`src/mtia_regs.vh`:
```
`ifndef MTIA_REGS_VH
`define MTIA_REGS_VH

// ----------------------------------------
// register byte offsets
// ----------------------------------------
`define MTIA_ADDR_W          12
`define MTIA_OFS_PIN_CFG     12'h054
`define MTIA_OFS_STATUS      12'h058
`define MTIA_OFS_ENABLE      12'h05C

// ----------------------------------------
// pin configuration fields
// ----------------------------------------
`define MTIA_CFG_DEAS_HI     31
`define MTIA_CFG_DEAS_LO     24
`define MTIA_CFG_DEAS_CLR    14
`define MTIA_CFG_DEAS_STS    13
`define MTIA_CFG_MASTER      12
`define MTIA_CFG_PIN_EN      8
`define MTIA_CFG_POL         4
`define MTIA_CFG_TYPE        0

// ----------------------------------------
// status and enable bit positions
// ----------------------------------------
`define MTIA_BIT_SW          31
`define MTIA_BIT_READY       30
`define MTIA_BIT_PHY_B       27
`define MTIA_BIT_PHY_A       26
`define MTIA_BIT_TIMER       19
`define MTIA_BIT_POWER       17
`define MTIA_BIT_FIELDBUS    0

// ----------------------------------------
// reset values
// ----------------------------------------
`define MTIA_RST_DEAS        8'h00
`define MTIA_RST_WORD        32'h0000_0000

// ----------------------------------------
// timing
// ----------------------------------------
`define MTIA_DEAS_UNIT_NS    10000
`define MTIA_CLK_NS          10

// ----------------------------------------
// bus responses
// ----------------------------------------
`define MTIA_RESP_OKAY       2'h0
`define MTIA_RESP_SLVERR     2'h2

`endif

```
`src/mtia_top.v`:
```
`include "mtia_regs.vh"

// Function
// - every source individually maskable, any drives pin
// - pin buffer type and polarity programmable
// - de-assert timer, zero field disables it
// - interval starts whenever pin goes inactive
// - timer, software, ready bits held at top
// - summary bits mirror sub-module sources
// - each phy sets its own summary bit
// - phy offers nine separately flagged events
// - phy event needs mask, enable, pin enable
// - power summary shows enabled power event
// - power event needs enable and pin enable
// - timer flag set on count wrap
// - timer flag write one clears
// - timer event needs run, enable, pin enable
// - fieldbus summary from request and mask
// - fieldbus event needs mask, enable, pin enable
// - software flag set on enable rising
// - software event needs enable and pin enable
// - interval in 10 us units, zero releases
// - pin enable clear keeps pin inactive
// - interval clear restarts de-assert counter
// - master bit shows internal line
module mtia_top #(
  parameter PHY_EVENTS   = 9,
  parameter POWER_EVENTS = 5,
  parameter FB_EVENTS    = 32
) (
  input  wire                       sys_clk,
  input  wire                       reset,
  input  wire                       clk_en,
  input  wire [`MTIA_ADDR_W-1:0]    s_axi_awaddr,
  input  wire [2:0]                 s_axi_awprot,
  input  wire                       s_axi_awvalid,
  output wire                       s_axi_awready,
  input  wire [31:0]                s_axi_wdata,
  input  wire [3:0]                 s_axi_wstrb,
  input  wire                       s_axi_wvalid,
  output wire                       s_axi_wready,
  output wire [1:0]                 s_axi_bresp,
  output wire                       s_axi_bvalid,
  input  wire                       s_axi_bready,
  input  wire [`MTIA_ADDR_W-1:0]    s_axi_araddr,
  input  wire [2:0]                 s_axi_arprot,
  input  wire                       s_axi_arvalid,
  output wire                       s_axi_arready,
  output wire [31:0]                s_axi_rdata,
  output wire [1:0]                 s_axi_rresp,
  output wire                       s_axi_rvalid,
  input  wire                       s_axi_rready,
  input  wire [PHY_EVENTS-1:0]      phy_first_source_flags,
  input  wire [PHY_EVENTS-1:0]      phy_first_event_mask,
  input  wire [PHY_EVENTS-1:0]      phy_second_source_flags,
  input  wire [PHY_EVENTS-1:0]      phy_second_event_mask,
  input  wire [POWER_EVENTS-1:0]    power_event_flags,
  input  wire [POWER_EVENTS-1:0]    power_event_enables,
  input  wire [FB_EVENTS-1:0]       fieldbus_event_request,
  input  wire [FB_EVENTS-1:0]       fieldbus_event_mask,
  input  wire                       timer_wrap_pulse,
  input  wire                       timer_run_enable,
  input  wire                       device_ready,
  output wire                       irq_out,
  output wire                       irq_oe_n
);

  // ----------------------------------------
  // timing constants
  // ----------------------------------------
  localparam integer UNIT_CYC_I =
    (`MTIA_DEAS_UNIT_NS + `MTIA_CLK_NS - 1) / `MTIA_CLK_NS;
  localparam [15:0] UNIT_CYC = UNIT_CYC_I[15:0];
  localparam [15:0] PRE_ONE  = 16'h0001;
  localparam [7:0]  UNIT_ONE = 8'h01;

  // ----------------------------------------
  // state
  // ----------------------------------------
  reg                       aw_full_q;
  reg [`MTIA_ADDR_W-1:0]    aw_addr_q;
  reg                       w_full_q;
  reg [31:0]                w_data_q;
  reg [3:0]                 w_strb_q;
  reg                       b_valid_q;
  reg [1:0]                 b_resp_q;
  reg                       r_valid_q;
  reg [31:0]                r_data_q;
  reg [1:0]                 r_resp_q;
  reg [7:0]                 deas_field_q;
  reg                       pin_en_q;
  reg                       pol_high_q;
  reg                       push_pull_q;
  reg                       timer_flag_q;
  reg                       sw_flag_q;
  reg                       ready_flag_q;
  reg                       ready_seen_q;
  reg                       en_phy_a_q;
  reg                       en_phy_b_q;
  reg                       en_power_q;
  reg                       en_timer_q;
  reg                       en_fb_q;
  reg                       en_sw_q;
  reg                       en_ready_q;
  reg                       pin_active_q;
  reg                       deas_busy_q;
  reg [15:0]                pre_cnt_q;
  reg [7:0]                 unit_cnt_q;
  reg                       irq_out_q;
  reg                       irq_oe_n_q;

  // ----------------------------------------
  // source summaries and internal line
  // ----------------------------------------
  wire sum_phy_a = |(phy_first_source_flags & phy_first_event_mask);
  wire sum_phy_b = |(phy_second_source_flags & phy_second_event_mask);
  wire sum_power = |(power_event_flags & power_event_enables);
  wire sum_fb    = |(fieldbus_event_request & fieldbus_event_mask);

  // ----------------------------------------
  // register read words
  // ----------------------------------------
  reg [31:0] status_word;
  always @* begin
    status_word                     = `MTIA_RST_WORD;
    status_word[`MTIA_BIT_PHY_A]    = sum_phy_a;
    status_word[`MTIA_BIT_PHY_B]    = sum_phy_b;
    status_word[`MTIA_BIT_POWER]    = sum_power;
    status_word[`MTIA_BIT_FIELDBUS] = sum_fb;
    status_word[`MTIA_BIT_TIMER]    = timer_flag_q;
    status_word[`MTIA_BIT_SW]       = sw_flag_q;
    status_word[`MTIA_BIT_READY]    = ready_flag_q;
  end

  reg [31:0] enable_word;
  always @* begin
    enable_word                     = `MTIA_RST_WORD;
    enable_word[`MTIA_BIT_PHY_A]    = en_phy_a_q;
    enable_word[`MTIA_BIT_PHY_B]    = en_phy_b_q;
    enable_word[`MTIA_BIT_POWER]    = en_power_q;
    enable_word[`MTIA_BIT_FIELDBUS] = en_fb_q;
    enable_word[`MTIA_BIT_TIMER]    = en_timer_q;
    enable_word[`MTIA_BIT_SW]       = en_sw_q;
    enable_word[`MTIA_BIT_READY]    = en_ready_q;
  end

  wire int_line = |(status_word & enable_word);

  reg [31:0] cfg_word;
  always @* begin
    cfg_word                                      = `MTIA_RST_WORD;
    cfg_word[`MTIA_CFG_DEAS_HI:`MTIA_CFG_DEAS_LO] = deas_field_q;
    cfg_word[`MTIA_CFG_DEAS_STS]                  = deas_busy_q;
    cfg_word[`MTIA_CFG_MASTER]                    = int_line;
    cfg_word[`MTIA_CFG_PIN_EN]                    = pin_en_q;
    cfg_word[`MTIA_CFG_POL]                       = pol_high_q;
    cfg_word[`MTIA_CFG_TYPE]                      = push_pull_q;
  end

  // ----------------------------------------
  // bus handshakes
  // ----------------------------------------
  assign s_axi_awready = clk_en & ~aw_full_q;
  assign s_axi_wready  = clk_en & ~w_full_q;
  assign s_axi_bvalid  = clk_en & b_valid_q;
  assign s_axi_bresp   = b_resp_q;
  assign s_axi_arready = clk_en & ~r_valid_q;
  assign s_axi_rvalid  = clk_en & r_valid_q;
  assign s_axi_rdata   = r_data_q;
  assign s_axi_rresp   = r_resp_q;

  wire aw_take = s_axi_awvalid & s_axi_awready;
  wire w_take  = s_axi_wvalid & s_axi_wready;
  wire ar_take = s_axi_arvalid & s_axi_arready;
  // write waits for both halves and a free response slot
  wire do_wr   = aw_full_q & w_full_q & ~b_valid_q;

  wire hit_cfg = aw_addr_q == `MTIA_OFS_PIN_CFG;
  wire hit_sts = aw_addr_q == `MTIA_OFS_STATUS;
  wire hit_en  = aw_addr_q == `MTIA_OFS_ENABLE;
  wire wr_cfg  = do_wr & hit_cfg;
  wire wr_sts  = do_wr & hit_sts;
  wire wr_en   = do_wr & hit_en;

  // byte lanes expanded to a bit mask
  wire [31:0] lane_mask = {{8{w_strb_q[3]}}, {8{w_strb_q[2]}},
                           {8{w_strb_q[1]}}, {8{w_strb_q[0]}}};
  wire [31:0] wbits     = w_data_q & lane_mask;
  wire [31:0] cfg_new   = (cfg_word & ~lane_mask) | wbits;
  wire [31:0] en_new    = (enable_word & ~lane_mask) | wbits;

  wire deas_lane = lane_mask[`MTIA_CFG_DEAS_LO];
  wire [7:0] deas_new = cfg_new[`MTIA_CFG_DEAS_HI:`MTIA_CFG_DEAS_LO];
  wire deas_zero_wr = wr_cfg & deas_lane & (deas_new == `MTIA_RST_DEAS);
  wire deas_clr_wr  = wr_cfg & wbits[`MTIA_CFG_DEAS_CLR];

  // ----------------------------------------
  // flag events
  // ----------------------------------------
  wire timer_set = timer_wrap_pulse & timer_run_enable;
  wire sw_set    = wr_en & en_new[`MTIA_BIT_SW] & ~en_sw_q;
  wire ready_set = device_ready & ~ready_seen_q;

  // ----------------------------------------
  // pin state and de-assertion timer
  // ----------------------------------------
  wire pin_en_d   = wr_cfg ? cfg_new[`MTIA_CFG_PIN_EN] : pin_en_q;
  wire want_pin   = int_line & pin_en_q;
  wire pin_drop   = pin_active_q & ~want_pin;
  // interval only blocks a new assertion, never an active pin
  wire pin_rise   = ~pin_active_q & want_pin & ~deas_busy_q;
  wire deas_on    = deas_field_q != `MTIA_RST_DEAS;
  wire pre_end    = pre_cnt_q == (UNIT_CYC - PRE_ONE);
  wire units_done = pre_end & ((unit_cnt_q + UNIT_ONE) >= deas_field_q);
  wire pin_act_d  = pin_active_q ? want_pin : pin_rise;
  wire level_d    = pol_high_q ? pin_act_d : ~pin_act_d;

  assign irq_out  = irq_out_q;
  assign irq_oe_n = irq_oe_n_q;

  // ----------------------------------------
  // bus channel state
  // ----------------------------------------
  always @(posedge sys_clk) begin
    if (reset) begin
      aw_full_q <= 1'b0;
      aw_addr_q <= {`MTIA_ADDR_W{1'b0}};
      w_full_q  <= 1'b0;
      w_data_q  <= `MTIA_RST_WORD;
      w_strb_q  <= 4'h0;
      b_valid_q <= 1'b0;
      b_resp_q  <= `MTIA_RESP_OKAY;
      r_valid_q <= 1'b0;
      r_data_q  <= `MTIA_RST_WORD;
      r_resp_q  <= `MTIA_RESP_OKAY;
    end else if (clk_en) begin
      if (aw_take) begin
        aw_full_q <= 1'b1;
        aw_addr_q <= s_axi_awaddr;
      end
      if (w_take) begin
        w_full_q <= 1'b1;
        w_data_q <= s_axi_wdata;
        w_strb_q <= s_axi_wstrb;
      end
      if (do_wr) begin
        aw_full_q <= 1'b0;
        w_full_q  <= 1'b0;
        b_valid_q <= 1'b1;
        b_resp_q  <= (hit_cfg | hit_sts | hit_en) ? `MTIA_RESP_OKAY
                                                  : `MTIA_RESP_SLVERR;
      end else if (b_valid_q & s_axi_bready) begin
        b_valid_q <= 1'b0;
      end
      if (ar_take) begin
        r_valid_q <= 1'b1;
        r_resp_q  <= `MTIA_RESP_OKAY;
        case (s_axi_araddr)
          `MTIA_OFS_PIN_CFG: r_data_q <= cfg_word;
          `MTIA_OFS_STATUS:  r_data_q <= status_word;
          `MTIA_OFS_ENABLE:  r_data_q <= enable_word;
          default: begin
            r_data_q <= `MTIA_RST_WORD;
            r_resp_q <= `MTIA_RESP_SLVERR;
          end
        endcase
      end else if (r_valid_q & s_axi_rready) begin
        r_valid_q <= 1'b0;
      end
    end
  end

  // ----------------------------------------
  // configuration and enable registers
  // ----------------------------------------
  always @(posedge sys_clk) begin
    if (reset) begin
      deas_field_q <= `MTIA_RST_DEAS;
      pin_en_q     <= 1'b0;
      pol_high_q   <= 1'b0;
      push_pull_q  <= 1'b0;
      en_phy_a_q   <= 1'b0;
      en_phy_b_q   <= 1'b0;
      en_power_q   <= 1'b0;
      en_timer_q   <= 1'b0;
      en_fb_q      <= 1'b0;
      en_sw_q      <= 1'b0;
      en_ready_q   <= 1'b0;
    end else if (clk_en) begin
      if (wr_cfg) begin
        deas_field_q <= deas_new;
        pin_en_q     <= pin_en_d;
        pol_high_q   <= cfg_new[`MTIA_CFG_POL];
        push_pull_q  <= cfg_new[`MTIA_CFG_TYPE];
      end
      if (wr_en) begin
        en_phy_a_q <= en_new[`MTIA_BIT_PHY_A];
        en_phy_b_q <= en_new[`MTIA_BIT_PHY_B];
        en_power_q <= en_new[`MTIA_BIT_POWER];
        en_timer_q <= en_new[`MTIA_BIT_TIMER];
        en_fb_q    <= en_new[`MTIA_BIT_FIELDBUS];
        en_sw_q    <= en_new[`MTIA_BIT_SW];
        en_ready_q <= en_new[`MTIA_BIT_READY];
      end
    end
  end

  // ----------------------------------------
  // held status flags, set wins over clear
  // ----------------------------------------
  always @(posedge sys_clk) begin
    if (reset) begin
      timer_flag_q <= 1'b0;
      sw_flag_q    <= 1'b0;
      ready_flag_q <= 1'b0;
      ready_seen_q <= 1'b0;
    end else if (clk_en) begin
      ready_seen_q <= device_ready;
      timer_flag_q <= timer_set |
                      (timer_flag_q & ~(wr_sts & wbits[`MTIA_BIT_TIMER]));
      sw_flag_q    <= sw_set |
                      (sw_flag_q & ~(wr_sts & wbits[`MTIA_BIT_SW]));
      ready_flag_q <= ready_set |
                      (ready_flag_q & ~(wr_sts & wbits[`MTIA_BIT_READY]));
    end
  end

  // ----------------------------------------
  // pin control and de-assertion interval
  // ----------------------------------------
  always @(posedge sys_clk) begin
    if (reset) begin
      pin_active_q <= 1'b0;
      deas_busy_q  <= 1'b0;
      pre_cnt_q    <= 16'h0000;
      unit_cnt_q   <= 8'h00;
      irq_out_q    <= 1'b1;
      irq_oe_n_q   <= 1'b1;
    end else if (clk_en) begin
      pin_active_q <= pin_act_d;
      // zero field ends any interval at once, pending line goes out
      if (deas_zero_wr) begin
        deas_busy_q <= 1'b0;
        pre_cnt_q   <= 16'h0000;
        unit_cnt_q  <= 8'h00;
      end else if (deas_clr_wr | pin_drop) begin
        deas_busy_q <= deas_on;
        pre_cnt_q   <= 16'h0000;
        unit_cnt_q  <= 8'h00;
      end else if (deas_busy_q) begin
        if (~deas_on | units_done) begin
          deas_busy_q <= 1'b0;
          pre_cnt_q   <= 16'h0000;
          unit_cnt_q  <= 8'h00;
        end else if (pre_end) begin
          pre_cnt_q  <= 16'h0000;
          unit_cnt_q <= unit_cnt_q + UNIT_ONE;
        end else begin
          pre_cnt_q <= pre_cnt_q + PRE_ONE;
        end
      end
      // open-drain only pulls low, push-pull always drives
      if (push_pull_q) begin
        irq_out_q  <= level_d;
        irq_oe_n_q <= 1'b0;
      end else begin
        irq_out_q  <= 1'b0;
        irq_oe_n_q <= level_d;
      end
    end
  end

endmodule // mtia_top

```
`config.mk`:
```
export PLATFORM = sky130hd
export DESIGN_NAME = mtia_top
export DESIGN_NICKNAME = d
export VERILOG_FILES = /design/src/mtia_top.v
export VERILOG_INCLUDE_DIRS = /design/src
export SDC_FILE = /design/constraint.sdc
export NUM_CORES = 1
export LEC_CHECK = 0
export ABC_AREA = 1
export BUFFER_PORTS_ARGS = -buffer_cell sky130_fd_sc_hd__buf_2
export CELL_PAD_IN_SITES_DETAIL_PLACEMENT = 1
export CELL_PAD_IN_SITES_GLOBAL_PLACEMENT = 1
export CORE_MARGIN = 5
export CORE_UTILIZATION = 30
export DETAILED_ROUTE_END_ITERATION = 10
export GPL_ROUTABILITY_DRIVEN = 0
export PLACE_DENSITY = 0.77
export SKIP_LAST_GASP = 1
export SLEW_MARGIN = 20
export SYNTH_ARGS = -nofsm -noshare
export SYNTH_HDL_FRONTEND = slang
export SYNTH_SLANG_ARGS = --single-unit
```
`constraint.sdc`:
```
create_clock -name sys_clk -period 2.4 [get_ports sys_clk]
set_clock_uncertainty 0.2 [all_clocks]
set_input_delay 0.48 -clock sys_clk [delete_from_list [all_inputs] [get_ports sys_clk]]
set_output_delay 0.48 -clock sys_clk [all_outputs]
set_load 0.05 [all_outputs]
```
# ---- Word level (Yosys, flattened, before mapping)
# Cells that the tools add are included.
dict set report totals {
  in_bits 187
  ff_bits 138
  out_inout_bits 43
}
dict set report op_classes {
  eq_ne 7
  bitwise_logic 65
  muxes 29
  addsub 2
  magnitude_cmp 1
  reduce_logical 26
}
# op n
set op_table {}
lappend op_table {{$and 32x32->32} 5}
lappend op_table {{$pmux 32 s3} 1}
lappend op_table {{$mux 16} 5}
lappend op_table {{$eq 12x7->1 const B} 6}
lappend op_table {{$or 32x32->32} 2}
lappend op_table {{$reduce_or 32->1} 2}
lappend op_table {{$mux 8} 5}
lappend op_table {{$and 1x1->1} 33}
lappend op_table {{$not 32->32} 1}
lappend op_table {{$reduce_and 2->1} 11}
lappend op_table {{$and 9x9->9} 2}
lappend op_table {{$reduce_or 9->1} 2}
lappend op_table {{$add 16x1->16 const B} 1}
lappend op_table {{$eq 16x10->1 const B} 1}
lappend op_table {{$mux 1} 16}
lappend op_table {{$not 1->1} 14}
lappend op_table {{$add 8x1->8 const B} 1}
lappend op_table {{$ge 8x8->1} 1}
lappend op_table {{$logic_not 8->1} 1}
lappend op_table {{$reduce_bool 2->1} 4}
lappend op_table {{$reduce_bool 8->1} 1}
lappend op_table {{$or 1x1->1} 7}
lappend op_table {{$and 5x5->5} 1}
lappend op_table {{$reduce_or 5->1} 1}
lappend op_table {{5 further kinds} 6}

# ---- Longest topological paths before layout
dict set report depth {
  ltp_word 11
  mapped_depth 16
  ltp_nobuf 16
}

# ---- Least setup slack after synthesis
# OpenSTA, ideal clock, no wires.
dict set report synth_timing {
  path_type {register -> register}
  from {register unit_cnt_q[0]}
  to {register unit_cnt_q[0]}
  n_path_buf 0
  required_time_ns 2.141
  arrival_time_ns 2.265
  stages_incl_launch_ff 15
  period_less_slack_ns 2.524
  path_slack_ns -0.124
  setup_ns 0.059
  cell_sequence {dfxtp_1 -> nand3_1 -> nand3b_1 -> nand3b_1 -> xnor2_1 -> ha_1 -> a21oi_1 -> o21a_1 -> nand3_1 -> nand2_1 -> nand2_1 -> nand3b_1 -> nor2_1 -> nand4_1 -> nand2_1}
}
dict set report synth_via {
  elab_chain_len 8
  elab_cells_between_ends 11
  cone_classes {add/sub (1); order compare (1); mux (5); bitwise (2); reduce/logical (2)}
}
# item line
set synth_lines {}
lappend synth_lines {{start: declaration} mtia_top.v:108} ;# reg [7:0] unit_cnt_q;
lappend synth_lines {{start signal: assignment} mtia_top.v:357} ;# unit_cnt_q <= unit_cnt_q + UNIT_ONE;
lappend synth_lines {{$add 8x1->8 *} {mtia_top.v:214, mtia_top.v:357}}
lappend synth_lines {{$ge 8x8->1} mtia_top.v:214} ;# wire units_done = pre_end & ((unit_cnt_q + UNIT_ONE) >= deas_field_q);
lappend synth_lines {{$and 1x1->1} mtia_top.v:214}
lappend synth_lines {{$or 1x1->1} mtia_top.v:351} ;# if (~deas_on | units_done) begin
lappend synth_lines {{$mux 8} mtia_top.v:351}
lappend synth_lines {{$mux 8} mtia_top.v:350} ;# end else if (deas_busy_q) begin
lappend synth_lines {{$mux 8} mtia_top.v:346} ;# end else if (deas_clr_wr | pin_drop) begin
lappend synth_lines {{$mux 8} mtia_top.v:342} ;# if (deas_zero_wr) begin
# Mark *: on every way between the ends. The rest lies on a longest branch, timed or not. The select of a mux whose other input is x is not followed.
# A chain may end at the register's enable or synchronous reset.

# ---- Worst setup path in the final report
dict set report layout_timing {
  from {register unit_cnt_q[1]}
  to {register unit_cnt_q[0]}
}
dict set report layout_via {
  elab_chain_len 8
  elab_cells_between_ends 10
  cone_classes {add/sub (1); order compare (1); mux (4); bitwise (2); reduce/logical (2)}
}
# item line
set layout_lines {}
lappend layout_lines {{$add 8x1->8 *} mtia_top.v:214}
lappend layout_lines {{$ge 8x8->1 *} mtia_top.v:214}
lappend layout_lines {{$and 1x1->1 *} mtia_top.v:214}
lappend layout_lines {{$or 1x1->1 *} mtia_top.v:351}
lappend layout_lines {{$mux 8} mtia_top.v:351}
lappend layout_lines {{$mux 8} mtia_top.v:350}
lappend layout_lines {{$mux 8} mtia_top.v:346}
lappend layout_lines {{$mux 8} mtia_top.v:342}
# Marked as above.

==> results.md <==
* Initial antenna violation count at 0
* Worst EP required at 2490 ps
* Unrepaired setup endpoints after global routing: true
* Max frequency at 367 MHz
* Die span in x at 147 um
* CTS tree: built
* Crit path DAT at 2820 ps
* H-tree depth at 3
* Setup ws final at -328 ps
* Layout cells sized above 1 at 0.281
* Most frequent CP cell: nand3b_1
* Leakage power at 3.53 nW
* Max Root-Sink Buffers at 2
* Synth Cell Area at 0.00567 mm2
* Vias/cell at 4.81
* Seq/Total Area, Yosys at 0.357
* Clock transition at path regs at 70 ps
* Number of flops mapped to enable cells by yosys at 0
* PwrDens at 510 mW/mm2
* Final min period at 2730 ps
* YS warnings at 0
* Register bit total from synthesis at 101
* Worst path max stage delay at 350 ps
* Status: finished, violations left
* Global-route wire length before repair at 32100 um
* I/O Buffers at 186
* Hpwl dp at 15900 um
* Final ANT Viol Nets at 0
* Clk Latency, worst-skew pair at 350 ps
* Core Rows at 50
* GRT Total Usage at 0.181
* Top-count cell post-synth: nand2_1
* Cts bufs inserted at 9
* Synth top area cells: dfxtp_1, nand2_1, a21oi_1
* Largest net degree at the start of global routing at 42
* Failing checks: setup timing
* Synth cell count leaders: nand2_1, dfxtp_1, nor2_1
* Filler cell count in the final layout at 2531
* CP Max Fanout at 8
* Worst-Margin Slew at 500 ps
* Type of the worst setup path: reg2reg
* Max Cap Violations at 0
* Root buf cell: clkbuf_16
* Critical path cell sequence: nand3_2 -> nand3b_1 -> nand3b_1 -> xnor2_2 -> ha_1 -> a21oi_2 -> o21a_1 -> nand3_2 -> nand2_2 -> nand2_2 -> nand3b_1 -> buf_6 -> nor2_2 -> nand4_1 -> nand2_1
* Boundary pin count at 230
* Final hold violation count at 0
* Pre-antenna DRT Iters at 6
* Grt total ovfl at 0
* Total negative slack at -3000 ps
* Post-synthesis async set-or-reset flop share at 0
* Area Overhead vs Synth at 32.5%
* CP max stage cell: dfxtp_2
* Clock Sink Count at 101
* Tcrit/Tclk final at 1.14
* Multi-input logic area at 0.00316 mm2
* Floorplan core area at 0.0186 mm2
* WL/cell at 15.1 um
* Syn Area/Cell at 6.59 um2
* # DRC at 0
* Area leader, netlist: dfxtp_1
* Library cells used by synthesis at 41
* Area fraction of the dominant cell type after synthesis at 0.357
* Dominant synthesized flop cell: dfxtp_1
* Starting DRT DRC Count at 208
* Total power at 3.83 mW
* Slew Viols, Final at 0
* Startpoint Class: flop
* Dpl ws at -368 ps
* Starting Density at 0.304
* Vias in the first global route at 6569
* Worst Hold Class: in2reg
* Slew headroom at 0.665
* N_diodes at 0
* VDD IR max at 0.349 mV
* CP Capture Type: flop
* Die ar. at 0.0218 mm2
* WL final at 20000 um
* # setup viols final at 11
* Sequential Area at 0.00203 mm2
* Vias at 6346
* Chip height at 147 um
* Cells after Synth at 861
* # hold bufs at CTS at 0
* Final net count at 1277
## flip-flops by register name, summed over array words and instances (netlist names), 4 cells and up, named ones only
register,flops
pre_cnt_q,16
s_axi_rdata,15
w_data_q,14
aw_addr_q,12
deas_field_q,8
unit_cnt_q,8
w_strb_q,4
## path summary, 6_finish.rpt
path / endpoint / cells past startpoint / slack, ps / from
worst min register to register: aw_addr_q[8] / 2 / 260 / aw_addr_q[8]
worst max-delay path: unit_cnt_q[0] / 15 / -330 / unit_cnt_q[1]
worst max register to register: unit_cnt_q[0] / 15 / -330 / unit_cnt_q[1]
worst min-delay path: aw_addr_q[1] / 3 / 190 / s_axi_awaddr[1]
## critical path, delay by kind of cell, from the launching register on
| kind | cells | cell delay (ps) |
|---|---|---|
| XOR/XNOR | 1 | 180 |
| flip-flops | 1 | 350 |
| buffers and inverters | 1 | 170 |
| adder cells (fa/ha/maj) | 1 | 350 |
| AND/OR/NAND/NOR | 10 | 1150 |
| AO/OA/AOI/OAI | 2 | 280 |
## routing by layer
layer,GRT usage,routed length (um)
met2,0.315,9540
met1,0.230,9070
met4,0.0424,299
met3,0.0362,1040
met5,0,0
## what timing repair did
action	CTS	global route
resized for setup	9	17
buffers inserted	3	2
gates cloned	0	0
hold endpoints to repair	0	0
pin swaps	12	12
setup endpoints to repair	11	25
## power breakdown
part | switching [mW] | internal [mW] | leakage (nW)
combinational | 0.352 | 0.203 | 2.56
clock | 0.682 | 0.847 | 0.153
sequential | 0.0253 | 1.72 | 0.822
total | 1.06 | 2.77 | 3.53
## kinds of logic after synthesis
family	share of synthesized area
other	0.000661
and+or+nand+nor	0.353
buffers and inverters	0.113
adders and majority gates	0.0221
DFF	0.357
AOI/OAI and AO/OA	0.142
xor gates and xnor gates	0.0124
## through the flow
| step | cell area, um2 | std cells | hold WS, ps | utilization |
|---|---|---|---|---|
| floorplan | 5750 | 879 | 229 | - |
| global placement | 7070 | 1298 | 242 | 0.379 |
| detailed placement | 7070 | 1298 | 249 | 0.379 |
| CTS | 7430 | 1317 | 180 | 0.399 |
| global route | 7510 | 1319 | 193 | 0.403 |
| finish | 7510 | 1319 | 191 | 0.403 |
## cells in the final DEF (no fill, tap or decap), drive strengths merged
master / netlist / final
nand4: 26 / 26
inv: 91 / 93
o221ai: 4 / 4
a21oi: 76 / 76
ha: 10 / 10
dfxtp: 101 / 101
nand2: 239 / 239
conb: 1 / 19
nor3: 15 / 15
nor2: 96 / 96
xor2: 6 / 6
o311a: 1 / 1
clkinv: 1 / 4
clkbuf: 19 / 10
or2: 2 / 2
a211oi: 6 / 6
o2111ai: 1 / 1
o21ai: 45 / 45
nand3b: 6 / 6
xnor2: 2 / 2
o21bai: 2 / 2
o211ai: 3 / 3
a22oi: 1 / 1
buf: 30 / 239
o21a: 1 / 1
nand3: 66 / 66
nor4: 6 / 6
o31ai: 2 / 2
o22ai: 2 / 2
bufinv: 0 / 1
## final cells by class
class / instances / share of cell area
multi-input combinational: 637 / 0.421
clock inverter: 6 / 0.00933
sequential: 101 / 0.270
tap: 234 / 0.0390
clock buffer: 10 / 0.0318
timing repair buffer: 239 / 0.183
inverter: 92 / 0.0460
Note: power is estimated with default switching activity, not from simulation.
